--- src/shared/drs_pkg.sv ---
// constants, field layout and reset values of the dimmer colour/staircase block
// assumes pclk at 100 MHz and telegram strobes already decoded on pclk
// ----------------------------------------
// Operation
// ----------------------------------------
// Operation
// - accept 3-byte colour value when enabled
// - red selection uses first byte
// - green selection uses second byte
// - blue selection uses third byte
// - white selection uses smallest byte
// - brightness selection uses largest byte
// - clamp below lower limit, default 0
// - clamp above upper limit, default 255
// - colour fades brighter/darker, 4 s each
// - day on ON, night on OFF
// - day mode after every restart
// - staircase ON dims to day/night on-value
// - staircase switch-on fade, default 1 s
// - delay end dims to off or orientation
// - stay-on: OFF telegram starts the delay
// - start-delay: ON starts delay at once
// - retrigger decides whether further ONs restart
// - retrigger decides whether further OFFs restart
// - orientation duration disabled, steps, or unlimited
// - orientation dims to orientation level, 20
// - orientation fade time, default 10 s
// - active lock overrides staircase control
// - OFF reaction chosen among five options
// - ending dims to mode off-value, off fade
package drs_pkg;

	// ----------------------------------------
	// timing
	// ----------------------------------------
	localparam int unsigned CLK_PERIOD_NS = 10;
	localparam int unsigned MS_IN_NS      = 1000000;
	localparam int unsigned TICK_CYCLES   = MS_IN_NS / CLK_PERIOD_NS;
	localparam logic [9:0]  MS_PER_S      = 10'h3E8;
	localparam logic [7:0]  FULL_SWEEP    = 8'hFF;

	// ----------------------------------------
	// register offsets
	// ----------------------------------------
	localparam logic [7:0] REG_CTRL   = 8'h00;
	localparam logic [7:0] REG_LIMIT  = 8'h04;
	localparam logic [7:0] REG_LEVELS = 8'h08;
	localparam logic [7:0] REG_ORIENT = 8'h0C;
	localparam logic [7:0] REG_FRGB   = 8'h10;
	localparam logic [7:0] REG_FSTAIR = 8'h14;
	localparam logic [7:0] REG_FOFF   = 8'h18;
	localparam logic [7:0] REG_DELAY  = 8'h1C;
	localparam logic [7:0] REG_STATUS = 8'h20;

	// ----------------------------------------
	// control fields
	// ----------------------------------------
	localparam int CTRL_RGB_EN = 0;
	localparam int CTRL_USE    = 1;
	localparam int CTRL_ONR    = 4;
	localparam int CTRL_RETRIG = 5;
	localparam int CTRL_OFFR   = 6;
	localparam int CTRL_ORI    = 9;

	localparam logic [2:0] USE_RED   = 3'h0;
	localparam logic [2:0] USE_GREEN = 3'h1;
	localparam logic [2:0] USE_BLUE  = 3'h2;
	localparam logic [2:0] USE_WHITE = 3'h3;
	localparam logic [2:0] USE_BRIGHT = 3'h4;

	localparam logic [2:0] OFFR_IGNORE = 3'h0;
	localparam logic [2:0] OFFR_OFF    = 3'h1;
	localparam logic [2:0] OFFR_DELAY  = 3'h2;
	localparam logic [2:0] OFFR_ORI    = 3'h3;
	localparam logic [2:0] OFFR_ORI2   = 3'h4;

	localparam logic [3:0] ORI_NONE = 4'h0;
	localparam logic [3:0] ORI_UNL  = 4'hE;
	localparam logic [15:0] ORI_SEC [0:15] = '{16'h0000, 16'h0001, 16'h0002, 16'h0005,
		16'h000A, 16'h001E, 16'h003C, 16'h0078, 16'h012C, 16'h0258, 16'h04B0,
		16'h0708, 16'h0E10, 16'h1C20, 16'h0000, 16'h0000};

	// ----------------------------------------
	// reset values
	// ----------------------------------------
	// colour enabled, brightness use, start-delay on ON, 30 s orientation
	localparam logic [31:0] CTRL_RST   = 32'h0000_0A19;
	localparam logic [15:0] LIMIT_RST  = 16'hFF00;
	localparam logic [31:0] LEVELS_RST = 32'h0A00_3264;
	localparam logic [7:0]  ORIENT_RST = 8'h14;
	localparam logic [31:0] FRGB_RST   = 32'h0004_0004;
	localparam logic [31:0] FSTAIR_RST = 32'h000A_0001;
	localparam logic [15:0] FOFF_RST   = 16'h0004;
	localparam logic [31:0] DELAY_RST  = 32'h0000_0258;

	typedef enum logic [1:0] {ST_IDLE, ST_ON, ST_DELAY, ST_ORIENT} drs_stair_t;

endpackage

--- src/rtl/drs_fader.sv ---
// level ramp: steps one level whenever 255 units per ms outrun the fade time
// assumes a one-cycle ms tick on the same clock
`timescale 1ns/1ps
module drs_fader import drs_pkg::*; (
	// clock and reset
	input  wire logic       pclk,
	input  wire logic       presetn,
	// control
	input  wire logic       tick,
	input  wire logic       load,
	input  wire logic [7:0] target,
	input  wire logic [15:0] fade_sec,
	// result
	output logic [7:0]      level,
	output logic            busy
);
	typedef struct packed {
		logic [7:0]  lvl;
		logic [7:0]  tgt;
		logic [25:0] thr;
		logic [25:0] acc;
	} drs_fade_t;

	drs_fade_t s_r, s_nxt;
	logic [25:0] sum;

	always_comb begin
		s_nxt = s_r;
		sum = s_r.acc + 26'(FULL_SWEEP);
		if (load) begin
			s_nxt.tgt = target;
			s_nxt.thr = 26'(fade_sec) * 26'(MS_PER_S);
			s_nxt.acc = 26'h0;
		end else if (s_r.lvl != s_r.tgt) begin
			if (s_r.thr == 26'h0) begin
				s_nxt.lvl = s_r.tgt;
			end else if (tick) begin
				// remainder carries, so a partial sweep takes its share exactly
				if (sum >= s_r.thr) begin
					s_nxt.acc = sum - s_r.thr;
					s_nxt.lvl = (s_r.tgt > s_r.lvl) ? s_r.lvl + 8'h01 : s_r.lvl - 8'h01;
				end else begin
					s_nxt.acc = sum;
				end
			end
		end
	end

	always_ff @(posedge pclk or negedge presetn) begin
		if (!presetn) begin
			s_r <= '0;
		end else begin
			s_r <= s_nxt;
		end
	end

	assign level = s_r.lvl;
	assign busy  = s_r.lvl != s_r.tgt;
endmodule

--- src/rtl/drs_timer.sv ---
// seconds down-counter driven by the ms tick; one-cycle pulse on expiry
// assumes load and stop never coincide with a wanted expiry
`timescale 1ns/1ps
module drs_timer import drs_pkg::*; (
	// clock and reset
	input  wire logic        pclk,
	input  wire logic        presetn,
	// control
	input  wire logic        tick,
	input  wire logic        load,
	input  wire logic        stop,
	input  wire logic [31:0] secs,
	// result
	output logic             expired
);
	typedef struct packed {
		logic        run;
		logic [31:0] sec;
		logic [9:0]  ms;
		logic        exp;
	} drs_tmr_t;

	drs_tmr_t s_r, s_nxt;

	always_comb begin
		s_nxt = s_r;
		s_nxt.exp = 1'b0;
		if (load) begin
			s_nxt.run = 1'b1;
			s_nxt.sec = secs;
			s_nxt.ms  = 10'h000;
		end else if (stop) begin
			s_nxt.run = 1'b0;
		end else if (s_r.run && tick) begin
			if (s_r.ms == MS_PER_S - 10'h001) begin
				s_nxt.ms = 10'h000;
				if (s_r.sec <= 32'h0000_0001) begin
					s_nxt.run = 1'b0;
					s_nxt.exp = 1'b1;
				end else begin
					s_nxt.sec = s_r.sec - 32'h0000_0001;
				end
			end else begin
				s_nxt.ms = s_r.ms + 10'h001;
			end
		end
	end

	always_ff @(posedge pclk or negedge presetn) begin
		if (!presetn) begin
			s_r <= '0;
		end else begin
			s_r <= s_nxt;
		end
	end

	assign expired = s_r.exp;
endmodule

--- src/rtl/drs_core.sv ---
// dimmer channel control: colour-value source and staircase light with orientation phase
// assumes telegram strobes and the lock level come from logic on pclk
//
// Local design decisions: the register offsets and the APB slave port.
`timescale 1ns/1ps
module drs_core import drs_pkg::*; #(
	parameter int unsigned TICK = TICK_CYCLES
) (
	// clock and reset
	input  wire logic        pclk,
	input  wire logic        presetn,
	// apb slave
	input  wire logic        psel,
	input  wire logic        penable,
	input  wire logic        pwrite,
	input  wire logic [7:0]  paddr,
	input  wire logic [31:0] pwdata,
	output logic [31:0]      prdata,
	output logic             pready,
	output logic             pslverr,
	// telegrams from the bus stack
	input  wire logic        rgb_valid,
	input  wire logic [23:0] rgb_value,
	input  wire logic        stair_valid,
	input  wire logic        stair_value,
	input  wire logic        dn_valid,
	input  wire logic        dn_value,
	// lock function
	input  wire logic        lock_active,
	// dimmer side
	output logic [7:0]       dim_level,
	output logic             stair_active,
	output logic             night_mode
);
	typedef struct packed {
		logic [31:0] ctrl;
		logic [15:0] limit;
		logic [31:0] levels;
		logic [7:0]  orl;
		logic [31:0] frgb;
		logic [31:0] fstair;
		logic [15:0] foff;
		logic [31:0] delay;
		logic        night;
		drs_stair_t  stair;
		logic        act;
		logic [7:0]  tgt;
		logic [15:0] fsec;
		logic        fload;
		logic        tload;
		logic        tstop;
		logic [31:0] tsec;
		logic [31:0] pre;
		logic        tick;
		logic [31:0] rdata;
		logic        ready;
		logic        err;
	} drs_state_t;

	drs_state_t s_r, s_nxt;

	logic [7:0] level;
	logic       busy;
	logic       expired;

	// ----------------------------------------
	// helpers
	// ----------------------------------------
	logic [7:0] c_r, c_g, c_b, pick, clamped;
	logic [7:0] on_lvl, off_lvl;
	logic [2:0] use_sel, offr;
	logic [3:0] ori_sel;
	logic       onr, retrig, wr_en;
	logic       do_on, do_dly, do_ori, do_off;
	logic [31:0] rd;

	always_comb begin
		c_r = rgb_value[23:16];
		c_g = rgb_value[15:8];
		c_b = rgb_value[7:0];
		use_sel = s_r.ctrl[CTRL_USE +: 3];
		onr     = s_r.ctrl[CTRL_ONR];
		retrig  = s_r.ctrl[CTRL_RETRIG];
		offr    = s_r.ctrl[CTRL_OFFR +: 3];
		ori_sel = s_r.ctrl[CTRL_ORI +: 4];
		case (use_sel)
			USE_RED: begin
				pick = c_r;
			end
			USE_GREEN: begin
				pick = c_g;
			end
			USE_BLUE: begin
				pick = c_b;
			end
			USE_WHITE: begin
				pick = (c_r < c_g) ? c_r : c_g;
				pick = (c_b < pick) ? c_b : pick;
			end
			default: begin
				pick = (c_r > c_g) ? c_r : c_g;
				pick = (c_b > pick) ? c_b : pick;
			end
		endcase
		// limits follow the pick; crossed limits give the upper one for picks above it, else the lower one
		clamped = pick;
		if (pick < s_r.limit[7:0]) begin
			clamped = s_r.limit[7:0];
		end
		if (pick > s_r.limit[15:8]) begin
			clamped = s_r.limit[15:8];
		end
		on_lvl  = s_r.night ? s_r.levels[15:8] : s_r.levels[7:0];
		off_lvl = s_r.night ? s_r.levels[31:24] : s_r.levels[23:16];
	end

	// ----------------------------------------
	// register read mux
	// ----------------------------------------
	always_comb begin
		case (paddr)
			// sampled in the setup cycle; the access cycle shows the registered copy
			REG_CTRL:   rd = {19'h0, s_r.ctrl[12:0]};
			REG_LIMIT:  rd = {16'h0, s_r.limit};
			REG_LEVELS: rd = s_r.levels;
			REG_ORIENT: rd = {24'h0, s_r.orl};
			REG_FRGB:   rd = s_r.frgb;
			REG_FSTAIR: rd = s_r.fstair;
			REG_FOFF:   rd = {16'h0, s_r.foff};
			REG_DELAY:  rd = s_r.delay;
			// status: level, target, mode, state and fading flag, low bits up
			REG_STATUS: rd = {12'h0, busy, s_r.stair, s_r.night, s_r.tgt, level};
			default:    rd = 32'h0000_0000;
		endcase
	end

	// ----------------------------------------
	// next state
	// ----------------------------------------
	always_comb begin
		s_nxt = s_r;
		s_nxt.fload = 1'b0;
		s_nxt.tload = 1'b0;
		s_nxt.tstop = 1'b0;
		s_nxt.tick  = 1'b0;
		do_on  = 1'b0;
		do_dly = 1'b0;
		do_ori = 1'b0;
		do_off = 1'b0;

		// ms time base shared by fader and timer
		if (s_r.pre >= 32'(TICK - 1)) begin
			s_nxt.pre  = 32'h0000_0000;
			s_nxt.tick = 1'b1;
		end else begin
			s_nxt.pre = s_r.pre + 32'h0000_0001;
		end

		// apb: answer registered in the setup cycle, so one wait-free access phase
		s_nxt.ready = psel && !penable;
		s_nxt.rdata = rd;
		s_nxt.err   = psel && !penable && (paddr[1:0] != 2'h0 || paddr > REG_STATUS);
		// a write lands only on the answered access edge, never on a refused one
		wr_en = psel && penable && pwrite && s_r.ready && !s_r.err;
		if (wr_en) begin
			case (paddr)
				REG_CTRL:   s_nxt.ctrl   = {19'h0, pwdata[12:0]};
				REG_LIMIT:  s_nxt.limit  = pwdata[15:0];
				REG_LEVELS: s_nxt.levels = pwdata;
				REG_ORIENT: s_nxt.orl    = pwdata[7:0];
				REG_FRGB:   s_nxt.frgb   = pwdata;
				REG_FSTAIR: s_nxt.fstair = pwdata;
				REG_FOFF:   s_nxt.foff   = pwdata[15:0];
				REG_DELAY:  s_nxt.delay  = pwdata;
				default: begin
				end
			endcase
		end

		// day on ON, night on OFF
		if (dn_valid) begin
			s_nxt.night = !dn_value;
		end

		// staircase decisions: the lock first, then ON, then OFF telegrams
		// a colour value only lands when no staircase action, from telegram or timer, fires
		if (lock_active) begin
			// lock overrides the staircase; it drops back to idle and its timer halts
			s_nxt.stair = ST_IDLE;
			s_nxt.tstop = 1'b1;
		end else if (stair_valid && stair_value) begin
			case (s_r.stair)
				ST_IDLE, ST_ORIENT: begin
					do_on  = 1'b1;
					do_dly = onr;
				end
				ST_ON: begin
					do_on = 1'b1;
				end
				ST_DELAY: begin
					if (!onr) begin
						do_on = 1'b1;
					end else if (retrig) begin
						do_on  = 1'b1;
						do_dly = 1'b1;
					end
				end
				default: begin
				end
			endcase
		end else if (stair_valid && !stair_value) begin
			case (s_r.stair)
				ST_ON: begin
					do_dly = 1'b1;
				end
				ST_DELAY: begin
					case (offr)
						OFFR_OFF: do_off = 1'b1;
						OFFR_DELAY: do_dly = retrig;
						OFFR_ORI, OFFR_ORI2: do_ori = 1'b1;
						default: do_dly = !onr && retrig;
					endcase
				end
				ST_ORIENT: begin
					// second OFF in the two-step option ends the light
					do_off = (offr == OFFR_OFF) || (offr == OFFR_ORI2);
				end
				default: begin
				end
			endcase
		end
		// an expiry beside a telegram that does nothing must not be lost
		if (expired && !lock_active && !(do_on || do_dly || do_ori || do_off)) begin
			case (s_r.stair)
				ST_DELAY: begin
					do_ori = 1'b1;
				end
				ST_ORIENT: begin
					do_off = 1'b1;
				end
				default: begin
				end
			endcase
		end

		// disabled orientation goes straight to the off value
		if (do_ori && ori_sel == ORI_NONE) begin
			do_ori = 1'b0;
			do_off = 1'b1;
		end

		if (do_off) begin
			s_nxt.stair = ST_IDLE;
			s_nxt.tstop = 1'b1;
			s_nxt.fload = 1'b1;
			s_nxt.tgt   = off_lvl;
			s_nxt.fsec  = s_r.foff;
		end else if (do_ori) begin
			s_nxt.stair = ST_ORIENT;
			s_nxt.fload = 1'b1;
			s_nxt.tgt   = s_r.orl;
			s_nxt.fsec  = s_r.fstair[31:16];
			if (ori_sel == ORI_UNL) begin
				// no time limit: timer parked, only a telegram or the lock ends it
				s_nxt.tstop = 1'b1;
			end else begin
				s_nxt.tload = 1'b1;
				s_nxt.tsec  = {16'h0, ORI_SEC[ori_sel]};
			end
		end else if (do_on) begin
			s_nxt.fload = 1'b1;
			s_nxt.tgt   = on_lvl;
			s_nxt.fsec  = s_r.fstair[15:0];
			s_nxt.stair = do_dly ? ST_DELAY : ST_ON;
			s_nxt.tload = do_dly;
			s_nxt.tstop = !do_dly;
			s_nxt.tsec  = s_r.delay;
		end else if (do_dly) begin
			s_nxt.stair = ST_DELAY;
			s_nxt.tload = 1'b1;
			s_nxt.tsec  = s_r.delay;
		end else if (rgb_valid && s_r.ctrl[CTRL_RGB_EN]) begin
			// colour telegram loses to a staircase event in the same cycle
			s_nxt.fload = 1'b1;
			s_nxt.tgt   = clamped;
			s_nxt.fsec  = (clamped > level) ? s_r.frgb[15:0] : s_r.frgb[31:16];
		end
		s_nxt.act = s_nxt.stair != ST_IDLE;
	end

	// ----------------------------------------
	// state register
	// ----------------------------------------
	always_ff @(posedge pclk or negedge presetn) begin
		if (!presetn) begin
			// parameters come up at their defaults, runtime state cleared
			s_r        <= '0;
			s_r.ctrl   <= CTRL_RST;
			s_r.limit  <= LIMIT_RST;
			s_r.levels <= LEVELS_RST;
			s_r.orl    <= ORIENT_RST;
			s_r.frgb   <= FRGB_RST;
			s_r.fstair <= FSTAIR_RST;
			s_r.foff   <= FOFF_RST;
			s_r.delay  <= DELAY_RST;
			s_r.night  <= 1'b0;
			s_r.stair  <= ST_IDLE;
		end else begin
			s_r <= s_nxt;
		end
	end

	// ----------------------------------------
	// fader and delay timer
	// ----------------------------------------
	// both share the registered ms tick, so fade steps and delay seconds stay in phase
	drs_fader u_fader (
		.pclk     (pclk),
		.presetn  (presetn),
		.tick     (s_r.tick),
		.load     (s_r.fload),
		.target   (s_r.tgt),
		.fade_sec (s_r.fsec),
		.level    (level),
		.busy     (busy)
	);

	drs_timer u_timer (
		.pclk     (pclk),
		.presetn  (presetn),
		.tick     (s_r.tick),
		.load     (s_r.tload),
		.stop     (s_r.tstop),
		.secs     (s_r.tsec),
		.expired  (expired)
	);

	assign prdata       = s_r.rdata;
	assign pready       = s_r.ready;
	assign pslverr      = s_r.err;
	assign dim_level    = level;
	assign stair_active = s_r.act;
	assign night_mode   = s_r.night;
endmodule

--- config.mk ---
export PLATFORM = sky130hd
export DESIGN_NAME = drs_core
export DESIGN_NICKNAME = d
export VERILOG_FILES = /design/src/shared/drs_pkg.sv /design/src/rtl/drs_fader.sv /design/src/rtl/drs_timer.sv /design/src/rtl/drs_core.sv
export SDC_FILE = /design/constraint.sdc
export NUM_CORES = 1
export LEC_CHECK = 0
export BUFFER_PORTS_ARGS = -buffer_cell sky130_fd_sc_hd__buf_2
export CELL_PAD_IN_SITES_DETAIL_PLACEMENT = 0
export CELL_PAD_IN_SITES_GLOBAL_PLACEMENT = 1
export CORE_UTILIZATION = 45
export CTS_CLUSTER_DIAMETER = 150
export DETAILED_ROUTE_END_ITERATION = 10
export MAX_ROUTING_LAYER = met4
export PLACE_DENSITY_LB_ADDON = 0.1
export SYNTH_ARGS = -nofsm -noshare
export SYNTH_HDL_FRONTEND = slang
export SYNTH_SLANG_ARGS = --single-unit
--- constraint.sdc ---
create_clock -name pclk -period 6.6 [get_ports pclk]
set_input_delay 1.32 -clock pclk [delete_from_list [all_inputs] [get_ports pclk]]
set_output_delay 1.32 -clock pclk [all_outputs]
set_load 0.03 [all_outputs]
==> insert_results.sql, run 1 <==
INSERT INTO impl_metrics (metric_group, metric, value, unit) VALUES
('run_status', 'status', 'finished, violations left', ''),
('run_status', 'violated_checks', 'negative setup slack', ''),
('timing', 'setup_viol', '16', ''),
('timing', 'finClkSkew', '35.7', 'ps'),
('synthesis', 'ys.warnings.count', '0', ''),
('placed_design', 'placed_cell_area', '0.0283', 'mm^2'),
('synthesis', 'postSynthCellCount', '2583', ''),
('clock_network', 'cts_sinks', '420', ''),
('final_layout', 'final_cell_mix', 'sky130_fd_sc_hd__dfrtp_1 (385), sky130_fd_sc_hd__nand2_1 (263), sky130_fd_sc_hd__mux2_2 (200)', ''),
('die', 'initial_utilization', '46.0', '%'),
('synthesis', 'asyncSetResetFlopFracSynth', '100', '%'),
('synthesis', 'synth_seq_area_share', '40.4', '%'),
('global_route', 'first_global_vias', '20900', ''),
('synthesis', 'portion_of_synthesized_cell_area_occupied_by_the_leading_cell_type', '37.1', '%'),
('global_route', 'grt_first_pass_wirelength', '123000', 'um'),
('routing', 'routed-via-count', '21200', ''),
('clock_network', 'cts-root-to-sink-buffers', '3', ''),
('critical_path', 'regToRegStartpoint', 'u_fader.s_r[0]', ''),
('clock_network', 'clock_latency', '620', 'ps'),
('synthesis', 'synth_enable_flop_cells', '0', ''),
('die', 'i_o_pin_count', '119', ''),
('placed_design', 'place.gp.congestion', '0.903', ''),
('synthesis', 'synthDistinctLibCells', '89', ''),
('global_route', 'antenna_found_initial', '3', ''),
('clock_network', 'cts_root_buffer', 'sky130_fd_sc_hd__clkbuf_16', ''),
('placed_design', 'detailedPlace.worstSlack', '-1790', 'ps'),
('critical_path', 'crit_path_top_delay_cell', 'sky130_fd_sc_hd__ha_1', ''),
('timing', 'grt_setup_unrepaired', 'yes', ''),
('critical_path', 'setup.worst_path.end_class', 'flop', ''),
('pwr', 'power.density_cell_area', '279', 'mW/mm^2'),
('timing', 'final-max-slew-violation-count', '0', ''),
('run', 'max_cap_violations', '0', ''),
('hold_path', 'hold_path_startpoint', 's_r[82]', ''),
('final_layout', 'area_growth_syn_to_layout', '17.4', '%'),
('routing', 'routedWlPerCell', '22.4', 'um'),
('critical_path', 'required', '7090', 'ps'),
('die', 'dieWidth', '243', 'um'),
('final_layout', 'fin_area', '0.0307', 'mm^2'),
('routing', 'detailedRoute.firstIterationViolations', '1698', ''),
('timing', 'tightestPinTransition', '1150', 'ps'),
('synthesis', 'yosys_most_used_dff', 'sky130_fd_sc_hd__dfrtp_1', ''),
('critical_path', 'kind_of_critical_path', 'primary input to flop', ''),
('hold_path', 'hold_path_depth', '2', ''),
('final_layout', 'post_route_utilization', '54.0', '%'),
('pwr', 'share_comb_of_total_power', '33.8', '%'),
('final_layout', 'finish.net_count', '3067', ''),
('routing', 'routed_via_density', '5.92', ''),
('critical_path', 'critPathMaxStageDelay', '320', 'ps'),
('routing', 'detail-route-antenna-nets', '0', ''),
('routing', 'drcViolationCount', '0', ''),
('clock_network', 'worst_setup_hold_path_clk_slew', '60', 'ps'),
('routing', 'routed_wirelength', '80100', 'um'),
('timing', 'setup_total_negative_slack', '-9960', 'ps'),
('timing', 'postLayoutSetupSlackWorst', '-666', 'ps'),
('critical_path', 'worst-r2r-setup-slack', '1300', 'ps'),
('global_route', 'grt_max_degree', '146', ''),
('clock_network', 'cts_tree', 'yes', ''),
('timing', 'final-hold-violation-count', '0', ''),
('hold_path', 'hold_path_class', 'flop to flop', ''),
('critical_path', 'regToRegEndpoint', 'u_fader.s_r[23]', ''),
('synthesis', 'synth_top_cells_by_area', 'sky130_fd_sc_hd__dfrtp_1 (37%), sky130_fd_sc_hd__mux2_2 (8.8%), sky130_fd_sc_hd__ha_1 (7.3%)', ''),
('die', 'area_of_the_placeable_core', '0.0568', 'mm^2'),
('clock_network', 'hold_buffers', '0', ''),
('final_layout', 'drive_above_1_share', '25.5', '%'),
('pwr', 'p_seq_share', '33.8', '%'),
('pwr', 'power.switching', '0.00297', 'W'),
('critical_path', 'arrival', '7750', 'ps'),
('die', 'die_h', '243', 'um'),
('timing', 'period_share', '110', '%'),
('die', 'die_outline_area', '0.0590', 'mm^2'),
('final_layout', 'layout_commonest_cell', 'sky130_fd_sc_hd__dfrtp_1', '');
metal layers:
| metal | share of wire [%] | GRT usage, % |
|---|---|---|
| met1 | 45 | 38.5 |
| met2 | 45 | 41.1 |
| met3 | 7.4 | 5.36 |
| met4 | 2.7 | 8.56 |
| met5 | 0 | - |
power by group through the flow:
stage,clock (W),sequential (W),combinational [W]
floorplan,0,0.00286,0.00209
global placement,0,0.00293,0.00270
detailed placement,0,0.00293,0.00274
CTS,0.00283,0.00289,0.00280
global route,0.00294,0.00290,0.00321
finish,0.00277,0.00289,0.00290
area by class of cell:
cell class                 instances  area [um^2]
fill                            5185        26200
multi-input combinational       1909        15100
sequential                       420        10600
timing repair buffer             282         2000
clock buffer                      68         1380
tap                              756          946
inverter                         122          465
clock inverter                    22          259
antenna                            2         5.00
what timing repair did:
action                     4_1_cts  5_1_grt
pin swaps                        7       55
setup endpoints to repair       16       17
buffers inserted                18       19
gates cloned                     0        1
resized for setup               18       65
synthesized netlist by cell type, types with 11 or more instances:
cell,count
sky130_fd_sc_hd__nand3_1,53
sky130_fd_sc_hd__clkbuf_1,71
sky130_fd_sc_hd__mux2i_1,79
sky130_fd_sc_hd__fa_1,56
sky130_fd_sc_hd__inv_1,122
sky130_fd_sc_hd__buf_1,16
sky130_fd_sc_hd__a21oi_1,118
sky130_fd_sc_hd__and3_1,23
sky130_fd_sc_hd__o21ai_0,162
sky130_fd_sc_hd__o22ai_1,17
sky130_fd_sc_hd__dfrtp_1,387
sky130_fd_sc_hd__nor2_1,160
sky130_fd_sc_hd__nand2b_1,21
sky130_fd_sc_hd__a22oi_1,25
sky130_fd_sc_hd__a211oi_1,11
sky130_fd_sc_hd__xor2_1,44
sky130_fd_sc_hd__mux2_2,203
sky130_fd_sc_hd__o211ai_1,30
sky130_fd_sc_hd__buf_4,44
sky130_fd_sc_hd__buf_2,13
sky130_fd_sc_hd__ha_1,152
sky130_fd_sc_hd__nand4_1,26
sky130_fd_sc_hd__nand2_1,265
sky130_fd_sc_hd__nor4_1,28
sky130_fd_sc_hd__a21o_1,18
sky130_fd_sc_hd__xnor2_1,64
sky130_fd_sc_hd__or3_1,17
sky130_fd_sc_hd__a222oi_1,32
sky130_fd_sc_hd__a221oi_1,11
sky130_fd_sc_hd__dfstp_2,33
sky130_fd_sc_hd__nor3_1,50
sky130_fd_sc_hd__nor2b_1,17
sky130_fd_sc_hd__o21a_1,22
sky130_fd_sc_hd__a31oi_1,11
critical path: cells and delay by family:
kind | cells | cell delay, ps
compound gates | 19 | 2930
fa+ha+maj | 4 | 1060
buf+inv | 7 | 1050
mux | 3 | 740
simple gates | 5 | 650
stage by stage:
step / std cells / power, W / hold WS (ps)
final: 3581 / 0.00856 / 477
after global placement: 3456 / 0.00563 / 469
after global routing: 3581 / 0.00905 / 505
after floorplan: 2597 / 0.00494 / 444
after CTS: 3564 / 0.00852 / 484
after detailed placement: 3456 / 0.00567 / 471
flip-flops by register name (all words and copies together) (netlist names), 3 cells and up:
signal	cells
offr	3
ori_sel	4
prdata	32
s_r	266
u_fader.level	8
u_fader.s_r	57
u_timer.s_r	43
kinds of logic after synthesis:
| kind of cell | after synthesis | synth area share, % |
|---|---|---|
| AO/OA/AOI/OAI | 589 | 15.4 |
| XOR/XNOR | 108 | 3.62 |
| adder cells (fa/ha/maj) | 208 | 11.6 |
| buffers and inverters | 268 | 4.58 |
| flip-flops | 420 | 40.4 |
| multiplexers | 282 | 11.8 |
| other | 1 | 0.0144 |
| AND/OR/NAND/NOR | 707 | 12.7 |
worst max-delay path by stage:
stage             startpoint  endpoint  slack (ps)  depth (start not counted)
2_1_floorplan  rgb_value[22]  s_r[114]        -670                         34
3_3_place_gp   rgb_value[14]  s_r[114]       -1560                         30
3_5_place_dp   rgb_value[11]  s_r[108]       -1790                         32
4_1_cts        rgb_value[10]  s_r[108]        -560                         40
5_1_grt        rgb_value[20]  s_r[103]        -900                         38
6_report       rgb_value[19]  s_r[106]        -670                         38
(Power assumes the default switching activity.)
==> run 2, diff against run 1 <==
--- a/config.mk
+++ b/config.mk
@@ -8,7 +8,7 @@
 export BUFFER_PORTS_ARGS = -buffer_cell sky130_fd_sc_hd__buf_2
 export CELL_PAD_IN_SITES_DETAIL_PLACEMENT = 0
 export CELL_PAD_IN_SITES_GLOBAL_PLACEMENT = 1
-export CORE_UTILIZATION = 45
+export CORE_UTILIZATION = 40
 export CTS_CLUSTER_DIAMETER = 150
 export DETAILED_ROUTE_END_ITERATION = 10
 export MAX_ROUTING_LAYER = met4
==> run 2 against run 1 <==
The run still ends with negative setup slack left. Worst setup slack better by 120 ps. Maximum frequency rose by 1.6%. Global-route usage shrank 2.0 points. Clock skew increased by 7.0 ps. First-iteration DRC count is 4.2% lower. Non-clock buffer count increased by 3. Register-to-register slack got worse by 100 ps. Critical path depth stayed put. Cell count up 2.8%.
==> insert_results.sql, run 2 (synthesized netlist as in run 1, its figures left out) <==
INSERT INTO impl_metrics (metric_group, metric, value, unit) VALUES
('critical_path', 'critical_path.max_fanout', '8', ''),
('timing', 'finClkSkew', '42.7', 'ps'),
('critical_path', 'arrival', '7630', 'ps'),
('critical_path', 'setup.worst_path.end_class', 'flop', ''),
('timing', 'period_share', '108', '%'),
('die', 'num_rows', '93', ''),
('critical_path', 'worstSetupStartpoint', 'rgb_value[14]', ''),
('clock_network', 'cts_buffers', '50', ''),
('pwr', 'power.density_cell_area', '277', 'mW/mm^2'),
('timing', 'postLayoutSetupSlackWorst', '-549', 'ps'),
('timing', 'worst_slew_margin_relative_to_its_limit', '17.9', '%'),
('routing', 'routedWlPerCell', '22.7', 'um'),
('final_layout', 'finish.net_count', '3071', ''),
('critical_path', 'timing.critical_path.to', 's_r[108]', ''),
('timing', 'setup_total_negative_slack', '-8180', 'ps'),
('die', 'die_outline_area', '0.0663', 'mm^2'),
('final_layout', 'final_cell_mix', 'sky130_fd_sc_hd__dfrtp_1 (385), sky130_fd_sc_hd__nand2_1 (265), sky130_fd_sc_hd__mux2_2 (200)', ''),
('placed_design', 'place.gp.congestion', '0.885', ''),
('final_layout', 'reg_top3', 's_r x266, u_fader.s_r x57, u_timer.s_r x43', ''),
('routing', 'detail-route-antenna-nets', '0', ''),
('final_layout', 'fin_area', '0.0307', 'mm^2'),
('critical_path', 'crit_path_top_delay_cell', 'sky130_fd_sc_hd__a222oi_1', ''),
('final_layout', 'multi_input_combinational_cell_area', '0.0150', 'mm^2'),
('clock_network', 'worst_setup_hold_path_clk_slew', '60', 'ps'),
('final_layout', 'n_fill_cell', '6137', ''),
('clock_network', 'clock_latency', '630', 'ps'),
('run_status', 'violated_checks', 'negative setup slack', ''),
('critical_path', 'required', '7080', 'ps'),
('final_layout', 'layout_commonest_cell', 'sky130_fd_sc_hd__dfrtp_1', ''),
('die', 'initial_utilization', '40.5', '%'),
('placed_design', 'detailedPlace.worstSlack', '-1700', 'ps'),
('critical_path', 'path_common_cell', 'sky130_fd_sc_hd__a21oi_4', ''),
('global_route', 'antenna_found_initial', '3', ''),
('final_layout', 'largest_reg_flops', '266', ''),
('critical_path', 'critical_path.startpoint_type', 'primary input', ''),
('die', 'i_o_pin_count', '119', ''),
('routing', 'drcViolationCount', '0', ''),
('pwr', 'p_seq_share', '34.0', '%'),
('global_route', 'aggregate_global_route_resource_usage', '25.8', '%'),
('global_route', 'global_route.overflow_total', '0', ''),
('final_layout', 'area_growth_syn_to_layout', '17.5', '%'),
('placed_design', 'placed_cell_area', '0.0284', 'mm^2'),
('global_route', 'first_global_vias', '21000', ''),
('timing', 'setup_viol', '16', ''),
('run_status', 'status', 'finished, violations left', ''),
('die', 'die_h', '258', 'um'),
('routing', 'drt-pass1-iter-count', '8', ''),
('die', 'dieWidth', '258', 'um'),
('timing', 'final-hold-violation-count', '0', ''),
('global_route', 'grt_first_pass_wirelength', '128000', 'um'),
('routing', 'detailedRoute.firstIterationViolations', '1626', ''),
('pwr', 'share_clk_of_total_power', '31.9', '%'),
('pwr', 'internal_power', '0.00552', 'W'),
('pwr', 'power.ir.vdd_worst', '0.172', 'mV'),
('critical_path', 'worst-r2r-setup-slack', '1200', 'ps'),
('routing', 'routed_via_density', '5.69', ''),
('clock_network', 'cts_root_buffer', 'sky130_fd_sc_hd__clkbuf_16', ''),
('final_layout', 'final-seq-area', '0.0106', 'mm^2'),
('clock_network', 'cts_sinks', '420', ''),
('routing', 'routed_wirelength', '83500', 'um'),
('pwr', 'power.switching', '0.00299', 'W'),
('placed_design', 'dp.final_hpwl', '60100', 'um'),
('die', 'area_of_the_placeable_core', '0.0645', 'mm^2'),
('timing', 'final-max-slew-violation-count', '0', ''),
('clock_network', 'htreeDepth', '2', ''),
('placed_design', 'portBuffers', '118', ''),
('critical_path', 'critPathMaxStageDelay', '450', 'ps'),
('final_layout', 'post_route_utilization', '47.6', '%'),
('run', 'max_cap_violations', '0', ''),
('routing', 'routed-via-count', '21000', ''),
('critical_path', 'regToRegStartpoint', 'u_fader.s_r[0]', ''),
('final_layout', 'largest-register', 's_r', ''),
('pwr', 'power.switching_fraction', '35.1', '%'),
('clock_network', 'cts_tree', 'yes', ''),
('critical_path', 'reg2regPathDepth', '15', ''),
('global_route', 'grt_max_degree', '166', ''),
('timing', 'grt_setup_unrepaired', 'yes', ''),
('pwr', 'p_leak', '14.4', 'nW'),
('timing', 'fmax', '140', 'MHz'),
('timing', 'tightestPinTransition', '1230', 'ps'),
('timing', 'post-route-min-period', '7150', 'ps'),
('hold_path', 'hold_path_class', 'flop to flop', ''),
('critical_path', 'kind_of_critical_path', 'primary input to flop', ''),
('final_layout', 'drive_above_1_share', '24.7', '%'),
('pwr', 'share_comb_of_total_power', '34.1', '%'),
('critical_path', 'regToRegEndpoint', 'u_fader.s_r[3]', ''),
('clock_network', 'cts-root-to-sink-buffers', '3', '');
==> run 2: cell count changes in the layout (fill, tap and decap cells not counted), sizes merged <==
| cell | change |
|---|---|
| buf | +3 |
| bufinv | -3 |
| clkbuf | +13 |
| clkinv | -7 |
| clkinvlp | -1 |
| inv | -2 |
==> run 2: cell type report <==
class | count | share of cell area (%)
multi-input cells | 1909 | 48.9
diodes | 2 | 0.0163
flip-flops and latches | 420 | 34.4
clock inverters | 9 | 0.436
well taps | 855 | 3.49
repair buffers | 285 | 6.54
inverters | 122 | 1.52
clock buffers | 81 | 4.75
==> run 2: power groups by stage <==
stage	registers, W	clock network (W)	logic [W]
after floorplan	0.00286	0	0.00209
after global placement	0.00293	0	0.00273
after detailed placement	0.00294	0	0.00277
after CTS	0.00289	0.00279	0.00289
after global routing	0.00291	0.00288	0.00322
final	0.00289	0.00272	0.00290
==> run 2: timing repair <==
item / 4_1_cts / 5_1_grt
gates cloned: 2 / 0
hold buffers: 0 / 0
gates resized for setup: 57 / 17
hold endpoints to repair: 0 / 0
setup buffers: 24 / 6
endpoints found under the setup margin: 16 / 16
pin swaps: 21 / 11
==> run 2: critical path: cells and delay by family <==
family	cells	cell delay, ps
AOI/OAI and AO/OA	21	3580
muxes	1	190
buffers and inverters	7	880
and+or+nand+nor	5	750
adders and majority gates	4	880
==> run 2: how the worst min path moves through the flow <==
stage	slack, ps	start	to	cells after the start
4_1_cts	480	s_r[82]	s_r[82]	2
3_5_place_dp	470	s_r[82]	s_r[82]	2
2_1_floorplan	440	s_r[81]	s_r[81]	2
5_1_grt	510	s_r[74]	u_timer.s_r[18]	2
6_report	480	s_r[87]	s_r[87]	2
3_3_place_gp	470	s_r[81]	s_r[81]	2
==> run 2: through the flow <==
step	std cells	total power [W]	hold slack [ps]
floorplan	2597	0.00494	444
global placement	3559	0.00567	471
detailed placement	3559	0.00571	471
CTS	3675	0.00857	484
global route	3682	0.00901	508
finish	3683	0.00851	479
==> run 2: per-layer routing <==
| layer | vias up | global-route usage (%) | part of all wire, % | routed length (um) |
|---|---|---|---|---|
| met5 | - | - | 0 | 0 |
| met4 | 0 | 5.36 | 1.8 | 1470 |
| met3 | 96 | 3.30 | 5.3 | 4420 |
| met2 | 587 | 39.7 | 45 | 37900 |
| met1 | 10500 | 36.5 | 48 | 39700 |
| li1 | 9742 | - | - | - |
